### config.mk
export PLATFORM = sky130hd
export DESIGN_NAME = sst_core
export DESIGN_NICKNAME = d
export VERILOG_FILES = /design/src/logic/sst_pkg.sv /design/src/logic/sst_core.sv
export SDC_FILE = /design/constraint.sdc
export NUM_CORES = 1
export LEC_CHECK = 0
export BUFFER_PORTS_ARGS = -buffer_cell sky130_fd_sc_hd__buf_4
export CAP_MARGIN = 0
export CORE_MARGIN = 4
export CORE_UTILIZATION = 57
export CTS_BUF_LIST = sky130_fd_sc_hd__clkbuf_8 sky130_fd_sc_hd__clkbuf_16
export CTS_CLUSTER_DIAMETER = 80
export DETAILED_ROUTE_END_ITERATION = 8
export PLACE_DENSITY = 0.79
export SLEW_MARGIN = 20
export SYNTH_ARGS = -nofsm -noshare
export SYNTH_HDL_FRONTEND = slang
export SYNTH_SLANG_ARGS = --single-unit
### constraint.sdc
create_clock -name clk_sys_i -period 2.71 [get_ports clk_sys_i]
set_input_delay 0.271 -clock clk_sys_i [delete_from_list [all_inputs] [get_ports clk_sys_i]]
set_output_delay 0.271 -clock clk_sys_i [all_outputs]
set_load 0.02 [all_outputs]
### src/logic/sst_pkg.sv
// shared constants, pin bundles and state types of the spi shift core
`default_nettype none

package sst_pkg;

	// widths and frame lengths
	localparam int DATA_W    = 16;
	localparam int EDGE_W    = 6;
	localparam int BYTE_BITS = 8;
	localparam int WORD_BITS = 16;

	// master serial clock timing: half period in ns and in system cycles
	localparam int CLK_NS       = 25;
	localparam int SCK_HALF_NS  = 100;
	localparam int SCK_HALF_CYC = (SCK_HALF_NS + CLK_NS - 1) / CLK_NS;
	localparam int DIV_W        = 4;

	// reset values
	localparam logic [DATA_W-1:0] DATA_RST = 16'h0000;
	localparam logic [3:0]        PIN_RST  = 4'hF;

	// pins sampled from the link
	typedef struct packed {
		logic sck;
		logic mosi;
		logic miso;
		logic ss_n;
	} sst_pin_in_t;

	// pins driven onto the link, each with its output enable
	typedef struct packed {
		logic sck;
		logic sck_oe;
		logic mosi;
		logic mosi_oe;
		logic miso;
		logic miso_oe;
	} sst_pin_out_t;

	localparam sst_pin_out_t PIN_OUT_RST = 6'h00;

	typedef enum logic [1:0] {
		ST_IDLE,
		ST_XFER,
		ST_TRAIL
	} sst_state_t;

endpackage : sst_pkg

`default_nettype wire

### src/logic/sst_core.sv
// spi shift and transfer core: master or slave, cpha=1 format
// Function
// - on odd edges from the third, shift the latched bit in per bit order
// - sample on even edges, shift on odd edges from the third; the last even edge samples and shifts the final bit
// - after each shift edge the master drives its next bit on mosi
// - receive into shift register, copy to data register after last bit
// - after 2n edges master and slave data registers are exchanged
// - done flag set on copy, held until status read then data read
// - tx empty flag set when data register free, held until serviced
// - as master, own select must stay high or be ignored
// - miso driven only by slave, mosi only by master, sck only by master
// - width select clear gives eight-bit frames for either clock polarity
`default_nettype none

module sst_core
	import sst_pkg::*;
(
	input  wire logic                 clk_sys_i,
	input  wire logic                 reset_i,
	input  wire logic                 master_mode_i,
	input  wire logic                 clock_polarity_i,
	input  wire logic                 bit_order_select_i,
	input  wire logic                 transfer_width_select_i,
	input  wire logic [sst_pkg::DATA_W-1:0] tx_data_i,
	input  wire logic                 data_write_i,
	input  wire logic                 data_read_i,
	input  wire logic                 status_read_i,
	input  wire sst_pkg::sst_pin_in_t pin_i,
	output var  sst_pkg::sst_pin_out_t pin_o,
	output var  logic [sst_pkg::DATA_W-1:0] rx_data_o,
	output var  logic                 transfer_done_flag_o,
	output var  logic                 tx_empty_flag_o,
	output var  logic                 busy_o
);
	import sst_pkg::*;

	// frame length in bits from the width select
	function automatic logic [EDGE_W-1:0] frame_bits(input logic wide);
		frame_bits = wide ? EDGE_W'(WORD_BITS) : EDGE_W'(BYTE_BITS);
	endfunction

	// index of the top bit of the active frame
	function automatic logic [3:0] top_bit(input logic wide);
		top_bit = wide ? 4'(WORD_BITS - 1) : 4'(BYTE_BITS - 1);
	endfunction

	// shift one bit in at the end chosen by the bit order
	function automatic logic [DATA_W-1:0] shift_in(
		input logic [DATA_W-1:0] d,
		input logic              b,
		input logic              lsb_first,
		input logic              wide
	);
		logic [DATA_W-1:0] r;
		r = DATA_RST;
		if (lsb_first) begin
			r = d >> 1;
			if (!wide)
				r[DATA_W-1:BYTE_BITS] = 8'h00;
			r[top_bit(wide)] = b;
		end else begin
			r = {d[DATA_W-2:0], b};
			if (!wide)
				r[DATA_W-1:BYTE_BITS] = 8'h00;
		end
		shift_in = r;
	endfunction

	// bit leaving the shift register next
	function automatic logic out_bit(
		input logic [DATA_W-1:0] d,
		input logic              lsb_first,
		input logic              wide
	);
		out_bit = lsb_first ? d[0] : d[top_bit(wide)];
	endfunction

	logic [3:0]        sync1;
	logic [3:0]        sync2;
	logic [3:0]        sync3;
	sst_pin_in_t       pin_f;
	sst_pin_in_t       pin_h;
	logic              sck_prev;
	logic              ss_prev;
	sst_state_t        state;
	logic [DIV_W-1:0]  div_cnt;
	logic              tick;
	logic [EDGE_W-1:0] edge_cnt;
	logic [EDGE_W-1:0] next_edge;
	logic              edge_evt;
	logic              last_edge;
	logic [DATA_W-1:0] shreg;
	logic [DATA_W-1:0] tx_reg;
	logic              latched;
	logic              done_armed;
	logic              empty_armed;
	logic              start_m;
	logic              start_s;
	logic              abort_s;
	logic              frame_end;
	logic              din;

	// three-stage pin synchroniser; pin_h keeps the last agreed level
	always_ff @(posedge clk_sys_i) begin
		if (reset_i) begin
			sync1 <= PIN_RST;
			sync2 <= PIN_RST;
			sync3 <= PIN_RST;
			pin_h <= PIN_RST;
		end else begin
			sync1 <= pin_i;
			sync2 <= sync1;
			sync3 <= sync2;
			pin_h <= pin_f;
		end
	end

	// a change counts once stages 2 and 3 agree; no extra register here,
	// or the far side's bit would reach the master half a period late
	assign pin_f = (sync2 & sync3) | (pin_h & (sync2 ^ sync3));

	// previous filtered levels for edge detection
	always_ff @(posedge clk_sys_i) begin
		if (reset_i) begin
			sck_prev <= 1'b1; // matches the filtered reset level
			ss_prev  <= 1'b1;
		end else begin
			sck_prev <= pin_f.sck;
			ss_prev  <= pin_f.ss_n;
		end
	end

	// master half-period divider, restarted at every frame start
	always_ff @(posedge clk_sys_i) begin
		if (reset_i || state == ST_IDLE) begin
			div_cnt <= '0;
			tick    <= 1'b0;
		end else if (div_cnt == DIV_W'(SCK_HALF_CYC - 1)) begin
			div_cnt <= '0;
			tick    <= 1'b1;
		end else begin
			div_cnt <= div_cnt + 1'b1;
			tick    <= 1'b0;
		end
	end

	// master starts only with data queued and its own select high
	assign start_m = (state == ST_IDLE) && master_mode_i &&
		!tx_empty_flag_o && pin_f.ss_n;
	assign start_s = (state == ST_IDLE) && !master_mode_i &&
		!pin_f.ss_n && ss_prev;
	assign abort_s = !master_mode_i && pin_f.ss_n && (state != ST_IDLE);

	// edge events: own divider as master, sampled sck changes as slave
	assign edge_evt = (state == ST_XFER) && (master_mode_i ? tick :
		(pin_f.sck != sck_prev) && !pin_f.ss_n);
	assign next_edge = edge_cnt + 1'b1;
	assign last_edge = next_edge ==
		EDGE_W'({frame_bits(transfer_width_select_i), 1'b0});
	assign frame_end = edge_evt && last_edge;
	assign din = master_mode_i ? pin_f.miso : pin_f.mosi;

	// frame sequencer; one trailing half period after the last master edge
	always_ff @(posedge clk_sys_i) begin
		if (reset_i) begin
			state <= ST_IDLE;
		end else begin
			case (state)
				ST_IDLE: begin
					if (start_m || start_s)
						state <= ST_XFER;
				end
				ST_XFER: begin
					if (abort_s)
						state <= ST_IDLE;
					else if (frame_end)
						state <= master_mode_i ? ST_TRAIL : ST_IDLE;
				end
				ST_TRAIL: begin
					if (tick || !master_mode_i)
						state <= ST_IDLE;
				end
				default: state <= ST_IDLE;
			endcase
		end
	end

	// edge counter and shift datapath
	always_ff @(posedge clk_sys_i) begin
		if (reset_i) begin
			edge_cnt <= '0;
			shreg    <= DATA_RST;
			latched  <= 1'b0;
		end else if (start_m || start_s) begin
			edge_cnt <= '0;
			shreg    <= tx_reg;
		end else if (edge_evt) begin
			edge_cnt <= next_edge;
			if (!next_edge[0])
				latched <= din; // sample on even edges
			if (last_edge)
				shreg <= shift_in(shreg, din, bit_order_select_i,
					transfer_width_select_i); // final bit
			else if (next_edge[0] && next_edge != EDGE_W'(1))
				shreg <= shift_in(shreg, latched, bit_order_select_i,
					transfer_width_select_i);
		end
	end

	// received word moves to the data register only at frame end
	always_ff @(posedge clk_sys_i) begin
		if (reset_i)
			rx_data_o <= DATA_RST;
		else if (frame_end)
			rx_data_o <= shift_in(shreg, din, bit_order_select_i,
				transfer_width_select_i);
	end

	// transmit data register written by software
	always_ff @(posedge clk_sys_i) begin
		if (reset_i)
			tx_reg <= DATA_RST;
		else if (data_write_i)
			tx_reg <= tx_data_i;
	end

	// done flag: status read arms, data read clears; a new set wins
	always_ff @(posedge clk_sys_i) begin
		if (reset_i) begin
			transfer_done_flag_o <= 1'b0;
			done_armed           <= 1'b0;
		end else if (frame_end) begin
			transfer_done_flag_o <= 1'b1;
			done_armed           <= 1'b0;
		end else if (status_read_i && transfer_done_flag_o) begin
			done_armed <= 1'b1;
		end else if (data_read_i && done_armed) begin
			transfer_done_flag_o <= 1'b0;
			done_armed           <= 1'b0;
		end
	end

	// empty flag: set when the word moves to the shift register
	always_ff @(posedge clk_sys_i) begin
		if (reset_i) begin
			tx_empty_flag_o <= 1'b1;
			empty_armed     <= 1'b0;
		end else if (start_m || start_s) begin
			tx_empty_flag_o <= 1'b1;
			empty_armed     <= 1'b0;
		end else if (status_read_i && tx_empty_flag_o) begin
			empty_armed <= 1'b1;
		end else if (data_write_i && empty_armed) begin
			tx_empty_flag_o <= 1'b0;
			empty_armed     <= 1'b0;
		end
	end

	// sck: master drives, idle at the selected polarity
	always_ff @(posedge clk_sys_i) begin
		if (reset_i) begin
			pin_o.sck    <= 1'b0;
			pin_o.sck_oe <= 1'b0;
		end else begin
			pin_o.sck_oe <= master_mode_i;
			if (state == ST_XFER && master_mode_i && tick)
				pin_o.sck <= !pin_o.sck;
			else if (state == ST_IDLE)
				pin_o.sck <= clock_polarity_i;
		end
	end

	// serial output: first bit at edge one, next bit after each shift
	always_ff @(posedge clk_sys_i) begin
		if (reset_i) begin
			pin_o.mosi    <= 1'b0;
			pin_o.mosi_oe <= 1'b0;
			pin_o.miso    <= 1'b0;
			pin_o.miso_oe <= 1'b0;
		end else begin
			pin_o.mosi_oe <= master_mode_i;
			pin_o.miso_oe <= !master_mode_i && !pin_f.ss_n;
			if (edge_evt && next_edge[0] && !last_edge) begin
				if (next_edge == EDGE_W'(1)) begin
					pin_o.mosi <= out_bit(shreg, bit_order_select_i,
						transfer_width_select_i);
					pin_o.miso <= out_bit(shreg, bit_order_select_i,
						transfer_width_select_i);
				end else begin
					// after shifting, the next outgoing bit is at the exit
					pin_o.mosi <= out_bit(shift_in(shreg, latched,
						bit_order_select_i, transfer_width_select_i),
						bit_order_select_i, transfer_width_select_i);
					pin_o.miso <= out_bit(shift_in(shreg, latched,
						bit_order_select_i, transfer_width_select_i),
						bit_order_select_i, transfer_width_select_i);
				end
			end
		end
	end

	// busy while a frame or its trailing time runs
	always_ff @(posedge clk_sys_i) begin
		if (reset_i)
			busy_o <= 1'b0;
		else
			busy_o <= (state != ST_IDLE) || start_m || start_s;
	end

endmodule // sst_core

`default_nettype wire

# Word-level counts from Yosys, hierarchy flattened
# Index checks and enable logic that the tools add are counted.
dict set report op_classes {
  add_sub_neg 2
  order_cmp 2
  muxes 60
  bitwise 7
  n_eq_ne 11
  reduce_logical 48
}
# operator count
set op_table {}
lappend op_table {{$mux 16} 11}
lappend op_table {{$mux 8} 16}
lappend op_table {{$bwmux 16} 4}
lappend op_table {{$logic_and 1x1->1} 22}
lappend op_table {{$mux 1} 17}
lappend op_table {{$reduce_bool 2->1} 6}
lappend op_table {{$mux 2} 5}
lappend op_table {{$and 4x4->4} 2}
lappend op_table {{$bmux 1 s4} 2}
lappend op_table {{$mux 7} 1}
lappend op_table {{$add 6x1->6 const B} 1}
lappend op_table {{$eq 6x1->1 const B} 1}
lappend op_table {{$eq 6x6->1} 1}
lappend op_table {{$ne 6x1->1 const B} 1}
lappend op_table {{$pmux 2 s3} 1}
lappend op_table {{$reduce_and 2->1} 3}
lappend op_table {{$reduce_and 3->1} 2}
lappend op_table {{$reduce_or 2->1} 3}
lappend op_table {{$logic_not 1->1} 5}
lappend op_table {{$logic_or 1x1->1} 5}
lappend op_table {{$lt 4x5->1 const B} 1}
lappend op_table {{$mux 5} 1}
lappend op_table {{$add 4x1->4 const B} 1}
lappend op_table {{$demux 1 s4} 1}
lappend op_table {{other kinds (14)} 17}
dict set report word_totals {
  ff_bits 87
  input_bits 29
  output_inout_bits 25
  elab_cells 154
}

# Depth between registers and ports, before layout
# Gate-level depths: netlist of run 1.
dict set report logic_depth {
  depth_word 20
  ltp_mapped 9
  depth_no_buf 8
}

# Worst setup path after synthesis of run 1
# OpenSTA, ideal clock, no wires.
dict set report synth_timing {
  path_type {register to register}
  start {reg sync2[3]}
  end {reg shreg[5]}
  path_slack_ps 285
  synth_period_minus_slack_ps 2425
  setup_time_ps 128
  required_time_ps 2582
  n_path_buf 1
  t_arrival_ps 2297
  stages_incl_launch_ff 9
  cell_sequence {dfxtp_1 > ha_1 > or3b_1 > a211oi_1 > o21ai_1 > o221ai_4 > buf_6 > mux2i_1 > nor2_1}
}
dict set report synth_via {
  elab_chain_len 9
  elab_cells_between_ends 10
  cone_classes {eq/ne: 1; mux: 1; bitwise: 4; reduce/logical: 4}
}
# item line
set synth_lines {}
lappend synth_lines {{start: declaration} sst_core.sv:79} ;# logic [3:0] sync2;
lappend synth_lines {{start signal: assignment} sst_core.sv:112} ;# sync2 <= sync1;
lappend synth_lines {{$xor 4x4->4} sst_core.sv:120} ;# assign pin_f = (sync2 & sync3) | (pin_h & (sync2 ^ sync3));
lappend synth_lines {{$and 4x4->4} sst_core.sv:120}
lappend synth_lines {{$or 4x4->4 *} sst_core.sv:120}
lappend synth_lines {{$ne 1x1->1 *} sst_core.sv:156} ;# (pin_f.sck != sck_prev) && !pin_f.ss_n);
lappend synth_lines {{$logic_and 1x1->1 *} sst_core.sv:156}
lappend synth_lines {{$mux 1 *} sst_core.sv:155} ;# assign edge_evt = (state == ST_XFER) && (master_mode_i ? tick :
lappend synth_lines {{$logic_and 1x1->1 *} sst_core.sv:155}
lappend synth_lines {{$reduce_bool 2->1 (no line) *} -}
lappend synth_lines {{$reduce_and 2->1 (no line) *} -}
lappend synth_lines {{end signal: assignment} sst_core.sv:196} ;# shreg <= tx_reg;
lappend synth_lines {{end signal: assignment} sst_core.sv:202} ;# shreg <= shift_in(shreg, din, bit_order_select_i,
lappend synth_lines {{end signal: assignment} sst_core.sv:205} ;# shreg <= shift_in(shreg, latched, bit_order_select_i,
lappend synth_lines {{end: declaration} sst_core.sv:92} ;# logic [DATA_W-1:0] shreg;
# Mark *: on every way between the ends. The rest lies on a longest branch, timed or not.
# A chain may end at the register's enable or synchronous reset.

# Worst setup path after layout of run 1
dict set report layout_timing {
  start {reg sync2[3]}
  end {reg state[0]}
}
dict set report layout_via {
  elab_chain_len 10
  elab_cells_between_ends 11
  cone_classes {eq/ne: 2; mux: 1; bitwise: 4; reduce/logical: 4}
}
# item line
set layout_lines {}
lappend layout_lines {{$xor 4x4->4} sst_core.sv:120}
lappend layout_lines {{$and 4x4->4} sst_core.sv:120}
lappend layout_lines {{$or 4x4->4 *} sst_core.sv:120}
lappend layout_lines {{$ne 1x1->1 *} sst_core.sv:156}
lappend layout_lines {{$logic_and 1x1->1 *} sst_core.sv:156}
lappend layout_lines {{$mux 1 *} sst_core.sv:155}
lappend layout_lines {{$logic_and 1x1->1 *} sst_core.sv:155}
lappend layout_lines {{$logic_and 1x1->1 *} sst_core.sv:160} ;# assign frame_end = edge_evt && last_edge;
lappend layout_lines {{$ne 3x3->1 (no line) *} -}
lappend layout_lines {{$reduce_and 3->1 (no line) *} -}
lappend layout_lines {{end signal: assignment} sst_core.sv:177} ;# state <= master_mode_i ? ST_TRAIL : ST_IDLE;
lappend layout_lines {{end: declaration} sst_core.sv:85} ;# sst_state_t state;
# Marks and branches as above.

==> impl_metrics.json, run 1 <==
{
  "post-route-util_pct": 69.8,
  "yosysTopAreaCellShare_pct": 44.9,
  "gp_congestion": 0.847,
  "slew_viol_final": 0,
  "worstPathRequired_ns": 2.93,
  "timing.final.crit_period_ns": 2.48,
  "synth_area_leaders": "dfxtp_1 45%, mux2i_1 9.0%, nor2_1 5.1%, a21oi_1 3.1%, nand2_1 3.0%",
  "postSynthAreaPerCell_sq_um": 9.29,
  "ys_async_sr_fraction_pct": 0,
  "path_max_fanout": 10,
  "layout-drive-gt1-share_pct": 23.8,
  "fin_ws_ns": 0.226,
  "port_buffers": 53,
  "met1_length_mm": 3.87,
  "r2r_cells": 8,
  "hold_viol": 0,
  "dp_slack_ns": 0.309,
  "layout.cells.non_filler": 539,
  "wirelength_mm": 8.57,
  "tns_ns": 0,
  "hold_buffers": 0,
  "syn-cell-area_sq_um": 3880,
  "track_usage_pct": 21.3,
  "crit_path_max_incr_delay_ns": 0.39,
  "cts-resized-gates": 0,
  "met3_length_microns": 354,
  "relSlewSlack_pct": 54.9,
  "critPathKind": "reg -> reg",
  "top_layer": "met4",
  "cts_max_level": 3,
  "ys.flop_type": "dfxtp_1",
  "routedWlPerCell_microns": 15.9,
  "area_delta_synth_final_pct": 16.8,
  "r2r_start": "sync2[3]",
  "finClkSkew_ns": 0.0108,
  "rsz0062_at_grt": "no",
  "arrival_ns": 2.70,
  "status": "completed",
  "yosysWarnings": 0,
  "cap_violations": 0,
  "crit_chain": "ha_1, or3b_1, a211oi_1, o21ai_1, buf_4, or2_2, o211ai_1, a21oi_1",
  "final_nets": 495,
  "p_leak_nw": 1.82,
  "hold_path_end": "sync1[2]",
  "synth_cells": 418,
  "synth_top_family_by_area": "simple AND/OR/NAND/NOR gates",
  "ant_nets": 0,
  "post_drt_via_cell_ratio": 5.80,
  "clkLatencyLatePin_ns": 0.35,
  "yosysUniqueCellTypes": 58,
  "synth_top_cell_by_area": "dfxtp_1",
  "antenna_found_initial": 0,
  "setup_viol": 0,
  "die_y_microns": 90.5,
  "met2_length_mm": 4.21,
  "crit_path_end_kind": "register",
  "die_x_microns": 90.5,
  "clockBufferDepth": 2,
  "whs_ns": 0.103,
  "synth_compound_area_share_pct": 14.6,
  "rows": 29,
  "hold_path.class": "in -> reg",
  "hold_depth": 2,
  "cts_num_sinks": 87,
  "nFillCells": 493,
  "cp_slowest_cell": "or2_2",
  "synthesis.nets": 454,
  "cts_inserted_buffers": 9,
  "dieArea_sq_um": 8200,
  "synth-edff-count": 0,
  "ir_drop_mv": 0.366,
  "ios": 54,
  "ys_ff_latch": 87,
  "min-delay-start": "pin_i[2]",
  "place.detailed.hpwl_mm": 5.78,
  "synth-adder-area-share_pct": 2.26,
  "vias": 3125,
  "synth_mux_area_share_pct": 12.9,
  "grt_pass1_wl_mm": 14.3,
  "regArea_sq_um": 1740,
  "period_share_pct": 91.7,
  "drc": 0,
  "overflow": 0,
  "synthXorXnorAreaFrac_pct": 1.58,
  "cts_tree": "yes",
  "core_sq_um": 6490,
  "place_area_sq_um": 4300,
  "place_inst": 525,
  "reg2reg_slack_ns": 0.23,
  "tightest_slew_ns": 0.676,
  "power.density_nw_per_um2": 579,
  "yosys.area_share.simple_pct": 18.9,
  "start_util_pct": 59.8,
  "grt_pass1_vias": 3034,
  "drt_iter0_drc": 133,
  "path_clk_slew_ns": 0.08,
  "grt_max_degree": 40,
  "multi_input_area_sq_um": 1950,
  "final_area_sq_um": 4530,
  "post_cts_buffers": 0,
  "synth-seq-area-share_pct": 44.9,
  "drt_pass1_iterations": 4,
  "antenna_cells": 0,
  "reg2reg_to": "state[0]",
  "p_total_mw": 2.62,
  "cts_root_buffer": "clkbuf_8",
  "max_freq_mhz": 403,
  "start_kind": "register"
}
==> kinds of logic (layout without fill, tap and decap cells) <==
family,Yosys count,after routing
AOI/OAI and AO/OA,78,78
muxes,47,47
DFF,87,87
adders and majority gates,7,7
and+or+nand+nor,151,151
buffers and inverters,41,85
xor gates and xnor gates,7,7
==> area by class of cell <==
| class | instances | area share [%] |
|---|---|---|
| Timing Repair Buffer | 59 | 10.3 |
| Clock buffer | 10 | 3.04 |
| Inverter | 12 | 0.993 |
| Multi-Input combinational cell | 290 | 43.0 |
| Clock inverter | 4 | 2.10 |
| Tap cell | 77 | 2.12 |
| Sequential cell | 87 | 38.4 |
==> power by group <==
part | internal [mW] | leakage (nW) | switching (mW)
sequential | 1.32 | 0.709 | 0.0243
clock | 0.626 | 0.118 | 0.435
combinational | 0.103 | 0.997 | 0.120
==> critical path: cells and delay by family (launching register included) <==
| family | cells | cell delay (ns) |
|---|---|---|
| AO/OA/AOI/OAI | 4 | 0.78 |
| AND/OR/NAND/NOR | 2 | 0.74 |
| flip-flops | 1 | 0.32 |
| adder cells (fa/ha/maj) | 1 | 0.30 |
| buffers and inverters | 1 | 0.22 |
==> cell usage in the layout, fill, tap and decap left out, drive strengths merged, types with 3 or more instances in the layout <==
master | netlist | routed
a211oi | 16 | 16
a21oi | 24 | 24
a22oi | 3 | 3
a31oi | 3 | 3
and3 | 10 | 10
buf | 11 | 59
bufinv | 0 | 3
clkbuf | 18 | 10
dfxtp | 87 | 87
ha | 7 | 7
inv | 11 | 11
mux2 | 11 | 11
mux2i | 35 | 35
nand2 | 31 | 31
nand2b | 5 | 5
nand3 | 11 | 11
nand4 | 3 | 3
nor2 | 54 | 54
nor3 | 10 | 10
nor3b | 3 | 3
o211ai | 5 | 5
o21ai | 10 | 10
or2 | 13 | 13
xnor2 | 5 | 5
==> metal layers <==
metal / vias up / track usage, %
met1: 1492 / 26.3
met2: 79 / 35.7
met5: - / 0
li1: 1544 / -
met3: 10 / 4.92
met4: 0 / 8.29
==> Yosys cell counts (all sizes together) (2+ instances only) <==
master  number
a211o        2
a211oi      16
a21boi       2
a21oi       24
a22oi        3
a311oi       2
a31o         2
a31oi        3
and2         2
and3        10
buf         11
clkbuf      18
dfxtp       87
ha           7
inv         11
mux2        11
mux2i       35
nand2       31
nand2b       5
nand3       11
nand4        3
nor2        54
nor2b        2
nor3        10
nor3b        3
o211ai       5
o21a         2
o21ai       10
o221ai       2
or2         13
or3          2
xnor2        5
xor2         2
==> how the worst max path moves through the flow <==
stage / start / endpoint / slack, ns / cells past startpoint
after global routing: sync2[3] / rx_data_o[4] / 0.16 / 9
after CTS: sync2[3] / state[0] / 0.24 / 8
after detailed placement: sync2[3] / state[0] / 0.31 / 8
after global placement: sync2[3] / state[0] / 0.36 / 8
final: sync2[3] / state[0] / 0.23 / 8
after floorplan: sync2[3] / shreg[5] / 0.29 / 8
Note: power is estimated with default switching activity, not from simulation.
==> inputs of run 2 (changes only) <==
- ABC_CLOCK_PERIOD_IN_PS: default -> 3200
- CORE_UTILIZATION: 57 -> 61
- CTS_BUF_LIST: sky130_fd_sc_hd__clkbuf_8 sky130_fd_sc_hd__clkbuf_16 -> default
- PLACE_DENSITY: 0.79 -> 0.84
- clock period: 2.71 -> 3.2 ns (I/O delays scaled with it)
==> run 2 against run 1 <==
Effect of this change:
- worst hold slack gained 0.043 ns
- routed wire length decreased by 0.34%
- die area is 6.0% lower
- via count rose by 0.51%
- combinational power shrank 16%
- largest power group unchanged
==> impl_metrics.json, run 2 (same netlist as run 1, synthesis figures left out) <==
{
  "clockBufferDepth": 2,
  "worstPathRequired_ns": 3.48,
  "grt_max_degree": 49,
  "ios": 54,
  "r2r_start": "edge_cnt[0]",
  "grt_pass1_wl_mm": 14.6,
  "rsz0062_at_grt": "no",
  "status": "completed",
  "die_x_microns": 87.8,
  "antenna_found_initial": 0,
  "hold_buffers": 0,
  "power.density_nw_per_um2": 484,
  "wirelength_mm": 8.54,
  "ant_nets": 0,
  "gp_congestion": 0.824,
  "ir_drop_mv": 0.310,
  "core_sq_um": 6060,
  "r2r_cells": 7,
  "place_area_sq_um": 4270,
  "slew_viol_final": 0,
  "critPathKind": "reg -> reg",
  "clkLatencyLatePin_ns": 0.36,
  "final_cell_mix": "87 x dfxtp_1, 58 x buf_4, 53 x nor2_1",
  "reg2reg_to": "shreg[10]",
  "cap_violations": 0,
  "cts_num_sinks": 87,
  "track_usage_pct": 24.1,
  "hold_path.class": "in -> reg",
  "cts_root_buffer": "clkbuf_8",
  "die_y_microns": 87.8,
  "path_max_fanout": 15,
  "drt_iter0_drc": 166,
  "cts-resized-gates": 0,
  "rows": 28,
  "start_kind": "register",
  "port_buffers": 53,
  "relSlewSlack_pct": 41.3,
  "routedWlPerCell_microns": 15.9,
  "period_share_pct": 82.0,
  "max_freq_mhz": 381,
  "dieArea_sq_um": 7710,
  "timing.final.crit_period_ns": 2.62,
  "setup_viol": 0,
  "place_inst": 522,
  "crit_path_end_kind": "register",
  "grt_pass1_vias": 3035,
  "post-route-util_pct": 74.1,
  "hold_depth": 2,
  "p_total_mw": 2.17,
  "overflow": 0,
  "tightest_slew_ns": 0.881,
  "antenna_cells": 0,
  "cts_inserted_buffers": 9,
  "layout.cells.non_filler": 538,
  "place.detailed.hpwl_mm": 5.74,
  "final_nets": 494,
  "cts_tree": "yes",
  "path_clk_slew_ns": 0.08,
  "min-delay-start": "pin_i[0]",
  "cts_max_level": 3,
  "layout-drive-gt1-share_pct": 23.5,
  "drt_pass1_iterations": 4,
  "area_delta_synth_final_pct": 15.7,
  "post_cts_buffers": 0,
  "hold_path_end": "sync1[0]",
  "p_leak_nw": 1.81,
  "arrival_ns": 2.91,
  "hold_viol": 0,
  "post_drt_via_cell_ratio": 5.84,
  "start_util_pct": 64.1,
  "vias": 3141,
  "reg2reg_slack_ns": 0.58,
  "drc": 0,
  "nFillCells": 443,
  "final_area_sq_um": 4490,
  "finClkSkew_ns": 0.00806,
  "final_common_cell": "dfxtp_1",
  "tns_ns": 0
}
## run 2: cell count changes in the layout (fill, tap and decap cells not counted), sizes merged
cell,delta
buf,-1
bufinv,-1
clkbuf,+3
## run 2: worst max-delay path by stage
stage                      startpoint           end  depth (start not counted)
after floorplan              sync2[3]      shreg[5]                          8
after global placement    edge_cnt[2]     shreg[11]                          7
after global routing         sync2[3]  rx_data_o[7]                          8
after CTS                 edge_cnt[4]     shreg[10]                          7
final                     edge_cnt[0]     shreg[10]                          7
after detailed placement  edge_cnt[4]     shreg[10]                          7
## run 2: power breakdown
group          leakage (nW)  internal (mW)  total (mW)  switching, mW
logic                 0.985         0.0852       0.188          0.103
clock network         0.114          0.482       0.852          0.370
registers             0.709           1.11        1.13         0.0202
## run 2: critical path: stages (launching register included)
cell	delay [ns]
dfxtp_1	0.41
and3_4	0.21
or4b_1	0.48
a31o_1	0.38
o221ai_4	0.48
buf_4	0.32
nor2_1	0.08
a211oi_2	0.18
## run 2: through the flow
| stage | hold slack (ns) | setup slack [ns] |
|---|---|---|
| after global routing | 0.138 | 0.371 |
| after detailed placement | 0.401 | 0.614 |
| final | 0.146 | 0.575 |
| after floorplan | 0.389 | 0.775 |
| after CTS | 0.140 | 0.571 |
| after global placement | 0.394 | 0.706 |
## run 2: routing by layer
layer	routed length [microns]	part of all wire, %	track usage, %	vias to the layer above
met4	238	2.8	13.7	0
met1	3740	44	30.8	1489
met2	4100	48	38.6	88
li1	-	-	-	1543
met5	0	0	0	-
met3	462	5.4	4.33	21
## run 2: layout make-up
cell class                      instances  area (sq um)  share of cell area [%]
Multi-Input combinational cell        290          1950                    43.4
Sequential cell                        87          1740                    38.8
Timing Repair Buffer                   58           435                    9.70
Clock buffer                           13           159                    3.54
Tap cell                               75          93.8                    2.09
Clock inverter                          3          65.1                    1.45
Inverter                               12          45.0                    1.00
